`src/rtl/monitor_cfg.svh`:
```
`ifndef MONITOR_CFG_SVH
`define MONITOR_CFG_SVH

// ****************************************************************
// timing base
// ****************************************************************
`define CLK_PERIOD_NS 4
`define TICK_PERIOD_MS 100
`define NS_PER_MS 1_000_000
`define TICKS_PER_S 12'h00a
`define TICKS_PER_MIN 10'h258

// ****************************************************************
// frequency settings, 0.1 Hz units
// ****************************************************************
`define FREQ_MAX 13'h1766
`define HYST_MIN 13'h0003
`define HYST_DEF 13'h0003
`define MINF_DEF 13'h0000
`define RATED_F_DEF 13'h01f4
`define STALL_F_DEF 13'h0014

// ****************************************************************
// underload and overload settings
// ****************************************************************
`define DLY_MAX 7'h64
`define DLY_DEF 7'h00
`define UL_NOM_MIN 7'h14
`define UL_NOM_MAX 7'h64
`define UL_NOM_DEF 7'h3c
`define UL_ZERO_DEF 7'h00
`define OL_THR_MIN 8'h46
`define OL_THR_MAX 8'h96
`define OL_THR_DEF 8'h6e
`define LOCK_MAX 3'h6
`define LOCK_DEF 3'h0
`define LOCK_MARGIN 8'h01
`define RESET_TIME_DEF 8'h00

// ****************************************************************
// stall settings, 0.1 s and 0.1 % units
// ****************************************************************
`define STALL_T_MAX 12'h7d0
`define STALL_T_DEF 12'h258
`define STALL_I_MAX 11'h4b0
`define STALL_I_DEF 11'h5dc
`define TENTHS_PER_PCT 11'h00a

`endif

```
`src/rtl/monitor_pkg.sv`:
```
`include "monitor_cfg.svh"

package monitor_pkg;

   // stop reaction selection
   typedef enum logic [1:0] {
      react_ignore = 2'h0,
      react_freewheel = 2'h1,
      react_ramp = 2'h2,
      react_fast = 2'h3
   } reaction_type;

   // quantities from the motor-control core
   typedef struct packed {
      logic [7:0] torque_pct;
      logic [10:0] current_pmil;
      logic [12:0] freq;
      logic [12:0] freq_ref;
      logic cur_limit;
      logic ramping;
   } meas_type;

   // configuration settings
   typedef struct packed {
      logic [6:0] ul_delay_s;
      logic [6:0] ul_thr_nom;
      logic [6:0] ul_thr_zero;
      logic [12:0] ul_min_freq;
      logic [12:0] hyst_freq;
      logic [12:0] rated_freq;
      reaction_type ul_react;
      logic [2:0] ul_lock_min;
      logic [6:0] ol_delay_s;
      logic [7:0] ol_thr_pct;
      reaction_type ol_react;
      logic [2:0] ol_lock_min;
      logic [7:0] reset_time_min;
      logic stall_en;
      logic [11:0] stall_time;
      logic [10:0] stall_cur;
      logic [12:0] stall_freq;
   } settings_type;

   // stop commands towards the core
   typedef struct packed {
      logic freewheel;
      logic ramp;
      logic fast;
   } stop_type;

   // error indications
   typedef struct packed {
      logic ul_err;
      logic ol_err;
      logic stall_err;
      logic ul_relay;
   } status_type;

   // factory settings
   localparam settings_type settings_default = '{
      ul_delay_s: `DLY_DEF, ul_thr_nom: `UL_NOM_DEF,
      ul_thr_zero: `UL_ZERO_DEF, ul_min_freq: `MINF_DEF,
      hyst_freq: `HYST_DEF, rated_freq: `RATED_F_DEF,
      ul_react: react_freewheel, ul_lock_min: `LOCK_DEF,
      ol_delay_s: `DLY_DEF, ol_thr_pct: `OL_THR_DEF,
      ol_react: react_freewheel, ol_lock_min: `LOCK_DEF,
      reset_time_min: `RESET_TIME_DEF, stall_en: 1'b0,
      stall_time: `STALL_T_DEF, stall_cur: `STALL_I_DEF,
      stall_freq: `STALL_F_DEF
   };

endpackage

```
`src/rtl/process_load_stall_monitor.sv`:
```
`timescale 1ns/100ps
`include "monitor_cfg.svh"

module process_load_stall_monitor #(
   parameter int unsigned TICK_CYCLES =
      `TICK_PERIOD_MS * `NS_PER_MS / `CLK_PERIOD_NS
) (
   input wire logic ref_clk,
   input wire logic rst_b,
   input wire monitor_pkg::meas_type meas,
   input wire monitor_pkg::settings_type cfg,
   input wire logic fault_clear,
   output monitor_pkg::status_type status,
   output monitor_pkg::stop_type stop,
   output logic ul_restart_ok,
   output logic ol_restart_ok,
   output logic [6:0] ul_limit
);
   import monitor_pkg::*;

   localparam logic [24:0] TICK_LAST = 25'(TICK_CYCLES - 1);

   // ****************************************************************
   // helper functions
   // ****************************************************************

   // clamp a 13-bit frequency into a range
   function automatic logic [12:0] clamp13(input logic [12:0] v,
                                           input logic [12:0] lo,
                                           input logic [12:0] hi);
      logic [12:0] r;
      r = v;
      if (v < lo) begin
         r = lo;
      end else if (v > hi) begin
         r = hi;
      end
      return r;
   endfunction

   // clamp a 7-bit setting to an upper bound
   function automatic logic [6:0] cap7(input logic [6:0] v,
                                       input logic [6:0] hi);
      return (v > hi) ? hi : v;
   endfunction

   // torque limit between zero and rated frequency, square law
   function automatic logic [6:0] ul_curve(input logic [6:0] zero,
                                           input logic [6:0] nom,
                                           input logic [12:0] f,
                                           input logic [12:0] fr);
      logic [12:0] fc;
      logic [32:0] num;
      logic [25:0] den;
      logic [32:0] q;
      fc = (f > fr) ? fr : f;
      num = 33'(nom - zero) * 33'(fc) * 33'(fc);
      den = 26'(fr) * 26'(fr);
      if (den == 26'h000_0000) begin
         q = 33'(nom - zero);
      end else begin
         q = num / 33'(den);
      end
      return zero + q[6:0];
   endfunction

   // absolute difference of two frequencies
   function automatic logic [12:0] fdiff(input logic [12:0] a,
                                         input logic [12:0] b);
      return (a > b) ? (a - b) : (b - a);
   endfunction

   // ****************************************************************
   // settings held within their ranges
   // ****************************************************************
   logic [6:0] ul_dly;
   logic [6:0] ul_nom;
   logic [6:0] ul_zero;
   logic [12:0] ul_minf;
   logic [12:0] hyst;
   logic [12:0] rated_f;
   logic [6:0] ol_dly;
   logic [7:0] ol_thr;
   logic [2:0] ul_lock;
   logic [2:0] ol_lock;
   logic [11:0] st_time;
   logic [10:0] st_cur;
   logic [12:0] st_freq;

   // out-of-range writes are pulled to the nearest legal value, except the stall current factory value
   always_comb begin
      ul_dly = cap7(cfg.ul_delay_s, `DLY_MAX);
      ul_nom = cap7(cfg.ul_thr_nom, `UL_NOM_MAX);
      if (ul_nom < `UL_NOM_MIN) begin
         ul_nom = `UL_NOM_MIN;
      end
      ul_zero = cap7(cfg.ul_thr_zero, ul_nom);
      ul_minf = clamp13(cfg.ul_min_freq, 13'h0000, `FREQ_MAX);
      hyst = clamp13(cfg.hyst_freq, `HYST_MIN, `FREQ_MAX);
      rated_f = clamp13(cfg.rated_freq, 13'h0000, `FREQ_MAX);
      ol_dly = cap7(cfg.ol_delay_s, `DLY_MAX);
      ol_thr = cfg.ol_thr_pct;
      if (ol_thr < `OL_THR_MIN) begin
         ol_thr = `OL_THR_MIN;
      end else if (ol_thr > `OL_THR_MAX) begin
         ol_thr = `OL_THR_MAX;
      end
      ul_lock = (cfg.ul_lock_min > `LOCK_MAX) ? `LOCK_MAX
                                              : cfg.ul_lock_min;
      ol_lock = (cfg.ol_lock_min > `LOCK_MAX) ? `LOCK_MAX
                                              : cfg.ol_lock_min;
      st_time = (cfg.stall_time > `STALL_T_MAX) ? `STALL_T_MAX
                                                : cfg.stall_time;
      // the factory value sits above the settable range, keep it
      st_cur = cfg.stall_cur;
      if (st_cur > `STALL_I_MAX && st_cur != `STALL_I_DEF) begin
         st_cur = `STALL_I_MAX;
      end
      st_freq = clamp13(cfg.stall_freq, 13'h0000, `FREQ_MAX);
   end

   // ****************************************************************
   // time base: 0.1 s and 1 min ticks
   // ****************************************************************
   logic [24:0] pre_q;
   logic [24:0] pre_d;
   logic [9:0] min_q;
   logic [9:0] min_d;
   logic tick_q;
   logic tick_d;
   logic mtick_q;
   logic mtick_d;

   // one prescaler feeds every timer so they all share one grid
   always_comb begin
      tick_d = (pre_q == TICK_LAST);
      pre_d = tick_d ? 25'h000_0000 : pre_q + 25'h000_0001;
      mtick_d = 1'b0;
      min_d = min_q;
      if (tick_q) begin
         if (min_q == `TICKS_PER_MIN - 10'h001) begin
            min_d = 10'h000;
            mtick_d = 1'b1;
         end else begin
            min_d = min_q + 10'h001;
         end
      end
   end

   // registers
   always_ff @(posedge ref_clk) begin
      if (!rst_b) begin
         pre_q <= 25'h000_0000;
         min_q <= 10'h000;
         tick_q <= 1'b0;
         mtick_q <= 1'b0;
      end else begin
         pre_q <= pre_d;
         min_q <= min_d;
         tick_q <= tick_d;
         mtick_q <= mtick_d;
      end
   end

   // ****************************************************************
   // qualifying conditions
   // ****************************************************************
   logic [6:0] limit_q;
   logic [6:0] limit_d;
   logic steady;
   logic ul_cond;
   logic ol_cond;
   logic st_cond;
   logic [11:0] ul_ticks;
   logic [11:0] ol_ticks;

   // the divide is registered so it stays off the compare path
   always_comb begin
      limit_d = ul_curve(ul_zero, ul_nom, meas.freq, rated_f);
      steady = fdiff(meas.freq_ref, meas.freq) < hyst;
      ul_cond = steady && (meas.torque_pct < {1'b0, limit_q}) &&
                (meas.freq >= ul_minf);
      // current limitation alone qualifies, ramping or not
      ol_cond = (meas.cur_limit && meas.ramping) ||
                meas.cur_limit ||
                (steady && (meas.current_pmil >
                 11'(ol_thr) * `TENTHS_PER_PCT));
      st_cond = (meas.freq < st_freq) &&
                (meas.current_pmil > st_cur);
      ul_ticks = 12'(ul_dly) * `TICKS_PER_S;
      ol_ticks = 12'(ol_dly) * `TICKS_PER_S;
   end

   // registers
   always_ff @(posedge ref_clk) begin
      if (!rst_b) begin
         limit_q <= 7'h00;
      end else begin
         limit_q <= limit_d;
      end
   end

   // ****************************************************************
   // persistence timers
   // ****************************************************************
   logic ul_det;
   logic ol_det;
   logic st_det;

   // underload: at least the delay, zero delay disables
   persist_timer ul_timer (
      .ref_clk(ref_clk),
      .rst_b(rst_b),
      .enable(ul_dly != 7'h00),
      .cond(ul_cond),
      .tick(tick_q),
      .limit(ul_ticks),
      .strict(1'b0),
      .expired(ul_det)
   );

   // overload: same form as underload
   persist_timer ol_timer (
      .ref_clk(ref_clk),
      .rst_b(rst_b),
      .enable(ol_dly != 7'h00),
      .cond(ol_cond),
      .tick(tick_q),
      .limit(ol_ticks),
      .strict(1'b0),
      .expired(ol_det)
   );

   // stall: strictly longer than the stall time
   persist_timer st_timer (
      .ref_clk(ref_clk),
      .rst_b(rst_b),
      .enable(cfg.stall_en),
      .cond(st_cond),
      .tick(tick_q),
      .limit(st_time),
      .strict(1'b1),
      .expired(st_det)
   );

   // ****************************************************************
   // reactions
   // ****************************************************************
   logic ul_err;
   logic ol_err;
   logic st_err;
   stop_type ul_stop;
   stop_type ol_stop;
   stop_type st_stop;

   // underload reaction and lockout
   reaction_unit ul_react (
      .ref_clk(ref_clk),
      .rst_b(rst_b),
      .detect(ul_det),
      .reaction(cfg.ul_react),
      .lock_min(ul_lock),
      .reset_time_min(cfg.reset_time_min),
      .min_tick(mtick_q),
      .fault_clear(fault_clear),
      .error(ul_err),
      .stop(ul_stop),
      .restart_ok(ul_restart_ok)
   );

   // overload reaction and lockout
   reaction_unit ol_react (
      .ref_clk(ref_clk),
      .rst_b(rst_b),
      .detect(ol_det),
      .reaction(cfg.ol_react),
      .lock_min(ol_lock),
      .reset_time_min(cfg.reset_time_min),
      .min_tick(mtick_q),
      .fault_clear(fault_clear),
      .error(ol_err),
      .stop(ol_stop),
      .restart_ok(ol_restart_ok)
   );

   // stall always trips with a freewheel stop and no lockout
   reaction_unit st_react (
      .ref_clk(ref_clk),
      .rst_b(rst_b),
      .detect(st_det),
      .reaction(react_freewheel),
      .lock_min(3'h0),
      .reset_time_min(cfg.reset_time_min),
      .min_tick(mtick_q),
      .fault_clear(fault_clear),
      .error(st_err),
      .stop(st_stop),
      .restart_ok()
   );

   // ****************************************************************
   // outputs
   // ****************************************************************
   // all sources are flops; the merge is a plain or
   assign status.ul_err = ul_err;
   assign status.ol_err = ol_err;
   assign status.stall_err = st_err;
   assign status.ul_relay = ul_err;
   assign stop = ul_stop | ol_stop | st_stop;
   assign ul_limit = limit_q;
endmodule

```
`src/rtl/persist_timer.sv`:
```
`timescale 1ns/100ps

module persist_timer (
   input wire logic ref_clk,
   input wire logic rst_b,
   input wire logic enable,
   input wire logic cond,
   input wire logic tick,
   input wire logic [11:0] limit,
   input wire logic strict,
   output logic expired
);
   logic [11:0] cnt_q;
   logic [11:0] cnt_d;
   logic expired_q;
   logic expired_d;
   logic run;

   // ****************************************************************
   // persistence count in 0.1 s ticks
   // ****************************************************************
   // count restarts from zero as soon as the condition lapses
   always_comb begin
      run = enable & cond;
      cnt_d = cnt_q;
      if (!run) begin
         cnt_d = 12'h000;
      end else if (tick && cnt_q != 12'hfff) begin
         cnt_d = cnt_q + 12'h001;
      end
      if (strict) begin
         expired_d = run && (cnt_q > limit);
      end else begin
         expired_d = run && (cnt_q >= limit);
      end
   end

   // registers
   always_ff @(posedge ref_clk) begin
      if (!rst_b) begin
         cnt_q <= 12'h000;
         expired_q <= 1'b0;
      end else begin
         cnt_q <= cnt_d;
         expired_q <= expired_d;
      end
   end

   assign expired = expired_q;
endmodule

```
`src/rtl/reaction_unit.sv`:
```
`timescale 1ns/100ps
`include "monitor_cfg.svh"

module reaction_unit (
   input wire logic ref_clk,
   input wire logic rst_b,
   input wire logic detect,
   input wire monitor_pkg::reaction_type reaction,
   input wire logic [2:0] lock_min,
   input wire logic [7:0] reset_time_min,
   input wire logic min_tick,
   input wire logic fault_clear,
   output logic error,
   output monitor_pkg::stop_type stop,
   output logic restart_ok
);
   import monitor_pkg::*;

   logic err_q;
   logic err_d;
   stop_type stop_q;
   stop_type stop_d;
   logic [2:0] lock_q;
   logic [2:0] lock_d;
   logic ok_q;
   logic ok_d;
   logic trip;

   // ****************************************************************
   // error latch, stop command and restart lockout
   // ****************************************************************
   // a trip in the clear cycle keeps the error, so none is lost
   always_comb begin
      trip = detect && (reaction != react_ignore);
      err_d = trip | (err_q & ~fault_clear);
      stop_d = stop_q;
      if (trip) begin
         stop_d.freewheel = (reaction == react_freewheel);
         stop_d.ramp = (reaction == react_ramp);
         stop_d.fast = (reaction == react_fast);
      end else if (fault_clear) begin
         stop_d = '0;
      end
      lock_d = lock_q;
      if (trip) begin
         lock_d = lock_min;
      end else if (min_tick && lock_q != 3'h0) begin
         lock_d = lock_q - 3'h1;
      end
      // restart needs the reset time a full minute past the lockout
      ok_d = (lock_q == 3'h0) &&
             ((lock_min == 3'h0) ||
              (reset_time_min >= ({5'h00, lock_min} + `LOCK_MARGIN)));
   end

   // registers
   always_ff @(posedge ref_clk) begin
      if (!rst_b) begin
         err_q <= 1'b0;
         stop_q <= '0;
         lock_q <= 3'h0;
         ok_q <= 1'b0;
      end else begin
         err_q <= err_d;
         stop_q <= stop_d;
         lock_q <= lock_d;
         ok_q <= ok_d;
      end
   end

   assign error = err_q;
   assign stop = stop_q;
   assign restart_ok = ok_q;
endmodule

```
`config.mk`:
```
export PLATFORM = sky130hd
export DESIGN_NAME = process_load_stall_monitor
export DESIGN_NICKNAME = d
export VERILOG_FILES = /design/src/rtl/monitor_pkg.sv /design/src/rtl/process_load_stall_monitor.sv /design/src/rtl/persist_timer.sv /design/src/rtl/reaction_unit.sv
export VERILOG_INCLUDE_DIRS = /design/src /design/src/rtl
export SDC_FILE = /design/constraint.sdc
export NUM_CORES = 2
export LEC_CHECK = 0
export ABC_AREA = 1
export BUFFER_PORTS_ARGS = -buffer_cell sky130_fd_sc_hd__buf_2
export CORE_UTILIZATION = 30
export DETAILED_ROUTE_END_ITERATION = 16
export PLACE_DENSITY = 0.49
export SLEW_MARGIN = 20
export SYNTH_ARGS = -nofsm -noshare
export SYNTH_HDL_FRONTEND = slang
export SYNTH_SLANG_ARGS = --single-unit
```
`constraint.sdc`:
```
create_clock -name ref_clk -period 79 [get_ports ref_clk]
set_clock_uncertainty 0.05 [all_clocks]
set_input_delay 7.9 -clock ref_clk [delete_from_list [all_inputs] [get_ports ref_clk]]
set_output_delay 7.9 -clock ref_clk [all_outputs]
set_load 0.1 [all_outputs]
```
Word level (Yosys, flattened, before mapping)

Cells that the tools add are included.

Register bits after elaboration: 101
Bits of input ports: 180
Output and inout port bits: 16
Word-level logic and storage cells: 178

$add $sub $neg: 13
Multipliers: 6
Div/mod/pow operators: 1
$lt $le $gt $ge: 32
Equal/unequal tests: 12
Mux-type cells: 33
Bitwise logic cells: 13
Reductions and logical operators: 43

Operator list:

| kind                  | count |
|---|---|
| $mux 13               | 10 |
| $mul 33x13->33        | 2 |
| $gt 13x13->1 const B  | 4 |
| $mux 7                | 6 |
| $lt 13x1->1 const B   | 3 |
| $add 12x1->12 const B | 3 |
| $ne 12x12->1 const B  | 3 |
| $div 33x26->33        | 1 |
| $mux 3                | 11 |
| $gt 13x13->1          | 2 |
| $logic_not 26->1      | 1 |
| $lt 13x13->1          | 2 |
| $mul 13x13->26        | 1 |
| $sub 13x13->13        | 2 |
| $add 25x1->25 const B | 1 |
| $eq 25x25->1 const B  | 1 |
| $ge 12x11->1          | 2 |
| $gt 11x11->1          | 2 |
| $gt 7x7->1 const B    | 3 |
| $mul 7x3->10 const B  | 2 |
| $logic_and 1x1->1     | 18 |
| $ge 8x8->1            | 2 |
| $mux 8                | 2 |
| $reduce_bool 2->1     | 7 |
| 35 further kinds      | 62 |

Longest topological paths before layout

Depth after elaboration: 12
Mapped depth: 565
Gate-level depth less buffers: 538

Hierarchy

From an unflattened synthesis, not the netlist that was laid out.

Cell total of the unflattened synthesis: 10349
Area, all modules: 65932.0 um2

Modules (own cells, without submodules):

| module                     | times used | cells each | area each (um2) | sequential area each (um2) |
|---|---|---|---|---|
| process_load_stall_monitor | 1          | 9629       | 61138.6         | 880.8 |
| persist_timer              | 3          | 157        | 1044.8          | 260.2 |
| reaction_unit              | 3          | 83         | 553.0           | 160.2 |

Worst setup path after synthesis

No wires, ideal clock.

Kind: input-to-reg
Start: in cfg[116] in the netlist's numbering
End: reg limit_q[6] (netlist: ul_limit[6])
Library setup time: 122 ps
Arrival: 75970 ps
Data required time: 78828 ps
Slack: 2858 ps
Stages on the path: 500
Path buffers: 34
Cells stage by stage: o21ai_0 a31oi_1 nor2_1 o21ai_0 nand2_1 inv_1 nor3_1 ha_1 a21oi_1 o21ai_0 nand2_1 o211ai_1 nand2_1 clkbuf_1 nand2_1 o21ai_0 inv_1 ha_1 [... 464 more ...] ha_1 nand4_1 nor3_1 nand4_1 nor2_1 nand2_1 nand3b_2 a21oi_2 a21oi_1 ha_1 inv_1 fa_1 o31ai_1 a21oi_1 o21ba_2 xnor2_1 o21ai_0 a21oi_1

Cells in the longest elaborated chain, start to end: 12

RTL lines:

| item                         | line                              | source |
|---|---|---|
| start, declared              | process_load_stall_monitor.sv:11  | `input wire monitor_pkg::settings_type cfg,` |
| $gt 7x7->1                   | process_load_stall_monitor.sv:44  | `return (v > hi) ? hi : v;` |
| $mux 7 (*)                   | process_load_stall_monitor.sv:44  |  |
| $lt 7x5->1 (no line)         | n/a                               |  |
| $mux 7 (*)                   | process_load_stall_monitor.sv:94  | `` if (ul_nom < `UL_NOM_MIN) begin `` |
| $gt 7x7->1                   | process_load_stall_monitor.sv:44  |  |
| $mux 7                       | process_load_stall_monitor.sv:44  |  |
| $sub 7x7->8                  | process_load_stall_monitor.sv:60  | `q = 33'(nom - zero);` |
| $mul 33x13->33 (2 in series) | process_load_stall_monitor.sv:57  | `num = 33'(nom - zero) * 33'(fc) * 33'(fc);` |
| $div 33x26->33               | process_load_stall_monitor.sv:62  | `q = num / 33'(den);` |
| $mux 7                       | process_load_stall_monitor.sv:59  | `if (den == 26'h000_0000) begin` |
| $add 7x7->7 (*)              | process_load_stall_monitor.sv:64  | `return zero + q[6:0];` |
| end signal, assigned         | process_load_stall_monitor.sv:199 | `limit_q <= limit_d;` |
| end, declared                | process_load_stall_monitor.sv:168 | `logic [6:0] limit_q;` |

Mark *: on every way between the ends. The rest lies on a longest branch, timed or not.
A chain may end at the register's enable or synchronous reset.

Worst setup path after layout

Same ends and word-level chain as after synthesis.

==> flow_summary.json <==
{
  "worstReg2RegEnd": "pre_q[24]$_SDFF_PP0_",
  "die_w_um": 467.4,
  "timing.reg2reg.setup_slack_ns": 76.21,
  "numCtsBuffers": 9,
  "netlist_area_sq_mm": 0.06497,
  "ys_warn_count": 0,
  "drt-total-wl_um": 246300,
  "final_common_cell": "buf_4",
  "drtPass1Iterations": 5,
  "htreeDepth": 3,
  "worstRegToRegCells": 16,
  "reg2reg_from": "pre_q[0]$_SDFF_PP0_",
  "synthCells": 10120,
  "hold_viol": 0,
  "drt_iter0_drc": 3231,
  "clk_pin_slew_worst_paths_ns": 0.07,
  "hold_class": "reg2reg",
  "crit_start": "cfg[116]",
  "cp-end-kind": "flop",
  "status": "finished, final reports clean",
  "report.final.slew_viol_count": 0,
  "cts.sinks": 101,
  "nFillCells": 22400,
  "via_per_inst": 4.677,
  "worstPathArrival_ns": 75.54,
  "critPathMaxFanout": 24,
  "period_needed_ns": 75.36,
  "port_buffers": 194,
  "globalplace.congestion": 0.9308,
  "critPathKind": "in2reg",
  "worstMarginPinSlew_ns": 1.145,
  "async_reset_ff_frac": 0,
  "max_cap_violations": 0,
  "drive_gt1_frac": 0.3365,
  "grt_pass1_wl_um": 381000,
  "finalSetupViolations": 0,
  "route.detailed.drc": 0,
  "synth_edf_count": 0,
  "routedWlPerCell_um": 15.56,
  "slowest_delay_ns": 0.56,
  "area_growth_pct": 46.13,
  "holdBufCountCts": 0,
  "relSlewSlack": 0.2314,
  "yosysUniqueCellTypes": 102,
  "drt.antenna.violating_nets": 0,
  "fp-row-count": 170,
  "clock_path_buffers": 2,
  "grt_max_degree": 38,
  "ys_ff_latch": 101,
  "ios": 196,
  "nets": 14530,
  "crit_slowest_cell": "fa_1",
  "endpoint": "ul_limit[6]$_SDFF_PN0_",
  "first_global_vias": 73070,
  "clock_latency_ns": 0.37,
  "dieArea_sq_mm": 0.2184,
  "ys_seq_area_frac": 0.03112,
  "dp_hpwl_um": 206900,
  "cp.required_ns": 79.18,
  "final_cell_mix": "2728 x buf_4, 2240 x nand2_1, 1797 x inv_1",
  "via_count": 74030,
  "antenna_found_initial": 8,
  "crit_top_cell": "nand2_2",
  "worst_setup_path_start_kind": "primary input",
  "core-area_sq_mm": 0.2148,
  "die_height_um": 467.4,
  "syn_avg_cell_area_sq_um": 6.419,
  "layout_worst_path_cycle_share": 0.9540,
  "synthFlopType": "dfxtp_1",
  "cts_tree": "yes",
  "fin_tns_setup_ns": 0,
  "start_util": 0.3024,
  "grt_use_total": 0.2162,
  "root_buffer": "clkbuf_16",
  "grt-ovfl-total": 0,
  "fmax_mhz": 13.27
}
-- state kept, by name (all words and copies together) (netlist names), 3 cells and up --
| signal | flops |
|---|---|
| pre_q | 25 |
| ul_timer.cnt_q | 12 |
| ol_react.stop | 3 |
| min_q | 10 |
| ul_limit | 7 |
| ol_timer.cnt_q | 12 |
| st_timer.cnt_q | 12 |
| ul_react.lock_q | 3 |
| ul_react.stop | 3 |
| ol_react.lock_q | 3 |
-- kinds of logic (layout without fill, tap and decap cells) --
kind of cell,after synthesis,count (layout),share of synthesized area
XOR/XNOR,562,562,0.07645
other,1,4,0.00005772
buffers and inverters,2086,4950,0.1301
AND/OR/NAND/NOR,4430,4433,0.3033
adder cells (fa/ha/maj),1362,1362,0.3188
flip-flops,101,101,0.03112
AO/OA/AOI/OAI,1571,1571,0.1387
multiplexers,9,9,0.001425
-- worst max-delay path, delay by kind of cell --
family	cells	cell delay [ns]
XOR/XNOR	15	2.59
adder cells (fa/ha/maj)	49	16.11
buffers and inverters	128	13.72
AND/OR/NAND/NOR	248	25.95
AO/OA/AOI/OAI	59	8.67
multiplexers	2	0.40
-- cell usage after synthesis (31+ instances only) --
cell type  number  area (sq um)
nand2_4        94          1059
clkbuf_1       76         285.3
o21ai_1        47         235.2
inv_1        1867          7008
inv_2          38         142.6
dfxtp_1       101          2022
a21oi_1       683          3418
xor2_1        306          2680
nor2_1        942          3536
nand2_1      2374          8911
nand3_1       335          1677
nand2_2       209          1308
xnor2_1       250          2190
a31oi_1        49         306.5
nor4_1         63         394.1
nand4_1        99         619.3
o21ai_0       467          2337
nand3_2        39         390.4
nor3_1        123         615.6
fa_1          489          9789
ha_1          873         10920
or2_2          51         319.1
o21a_1         44         330.3
a211oi_1       31         232.7
-- per-layer routing --
metal	up-vias	track usage	wire length (um)	part of all wire
met5	-	0	41	0.00017
met4	6	0.04695	6462	0.026
met3	272	0.01431	8092	0.033
met2	1224	0.3814	118100	0.48
met1	34600	0.2862	113700	0.46
li1	37930	-	-	-
-- metrics by stage --
step	cell area [sq um]	instances	util	hold slack, ns	setup slack, ns
after CTS	89370	15690	0.4160	0.4101	0.002544
after detailed placement	88660	15660	0.4127	0.3984	-2.998
after floorplan	64980	10120	-	0.3676	2.858
final	94940	15830	0.4419	0.4039	3.638
after global placement	88660	15660	0.4127	0.3749	-2.806
after global routing	94940	15830	0.4419	0.4276	-0.7568
-- cell type report --
| class | instances | area, sq um | area share |
|---|---|---|---|
| Multi-Input combinational cell | 7940 | 59010 | 0.6215 |
| Timing Repair Buffer | 2999 | 22640 | 0.2385 |
| Inverter | 1934 | 7406 | 0.07800 |
| Tap cell | 2838 | 3551 | 0.03740 |
| Sequential cell | 101 | 2022 | 0.02130 |
| Clock buffer | 9 | 225.2 | 0.002372 |
| Clock inverter | 7 | 80.08 | 0.0008434 |
| Timing Repair inverter | 1 | 7.507 | 0.00007907 |
| Antenna cell | 1 | 2.502 | 0.00002636 |
-- timing repair --
action	in CTS	in global routing
buffers inserted	14	129
endpoints found under the setup margin	7	7
gates resized for setup	109	1027
pin swaps	10	357
cloned	1	10
-- worst min path at each step --
stage	startpoint	end	depth (start not counted)
2_1_floorplan	pre_q[0]$_SDFF_PP0_	pre_q[0]$_SDFF_PP0_	1
3_3_place_gp	pre_q[0]$_SDFF_PP0_	pre_q[0]$_SDFF_PP0_	1
3_5_place_dp	min_q[9]$_SDFFE_PN0P_	min_q[9]$_SDFFE_PN0P_	1
4_1_cts	min_q[9]$_SDFFE_PN0P_	min_q[9]$_SDFFE_PN0P_	1
5_1_grt	st_react.stop[2]$_SDFFE_PN0P_	st_react.stop[2]$_SDFFE_PN0P_	2
6_report	min_q[9]$_SDFFE_PN0P_	min_q[9]$_SDFFE_PN0P_	1
Power is left out: the tool's default activity adds up to more than one toggle a clock period on the data nets, which glitch-free logic cannot reach.
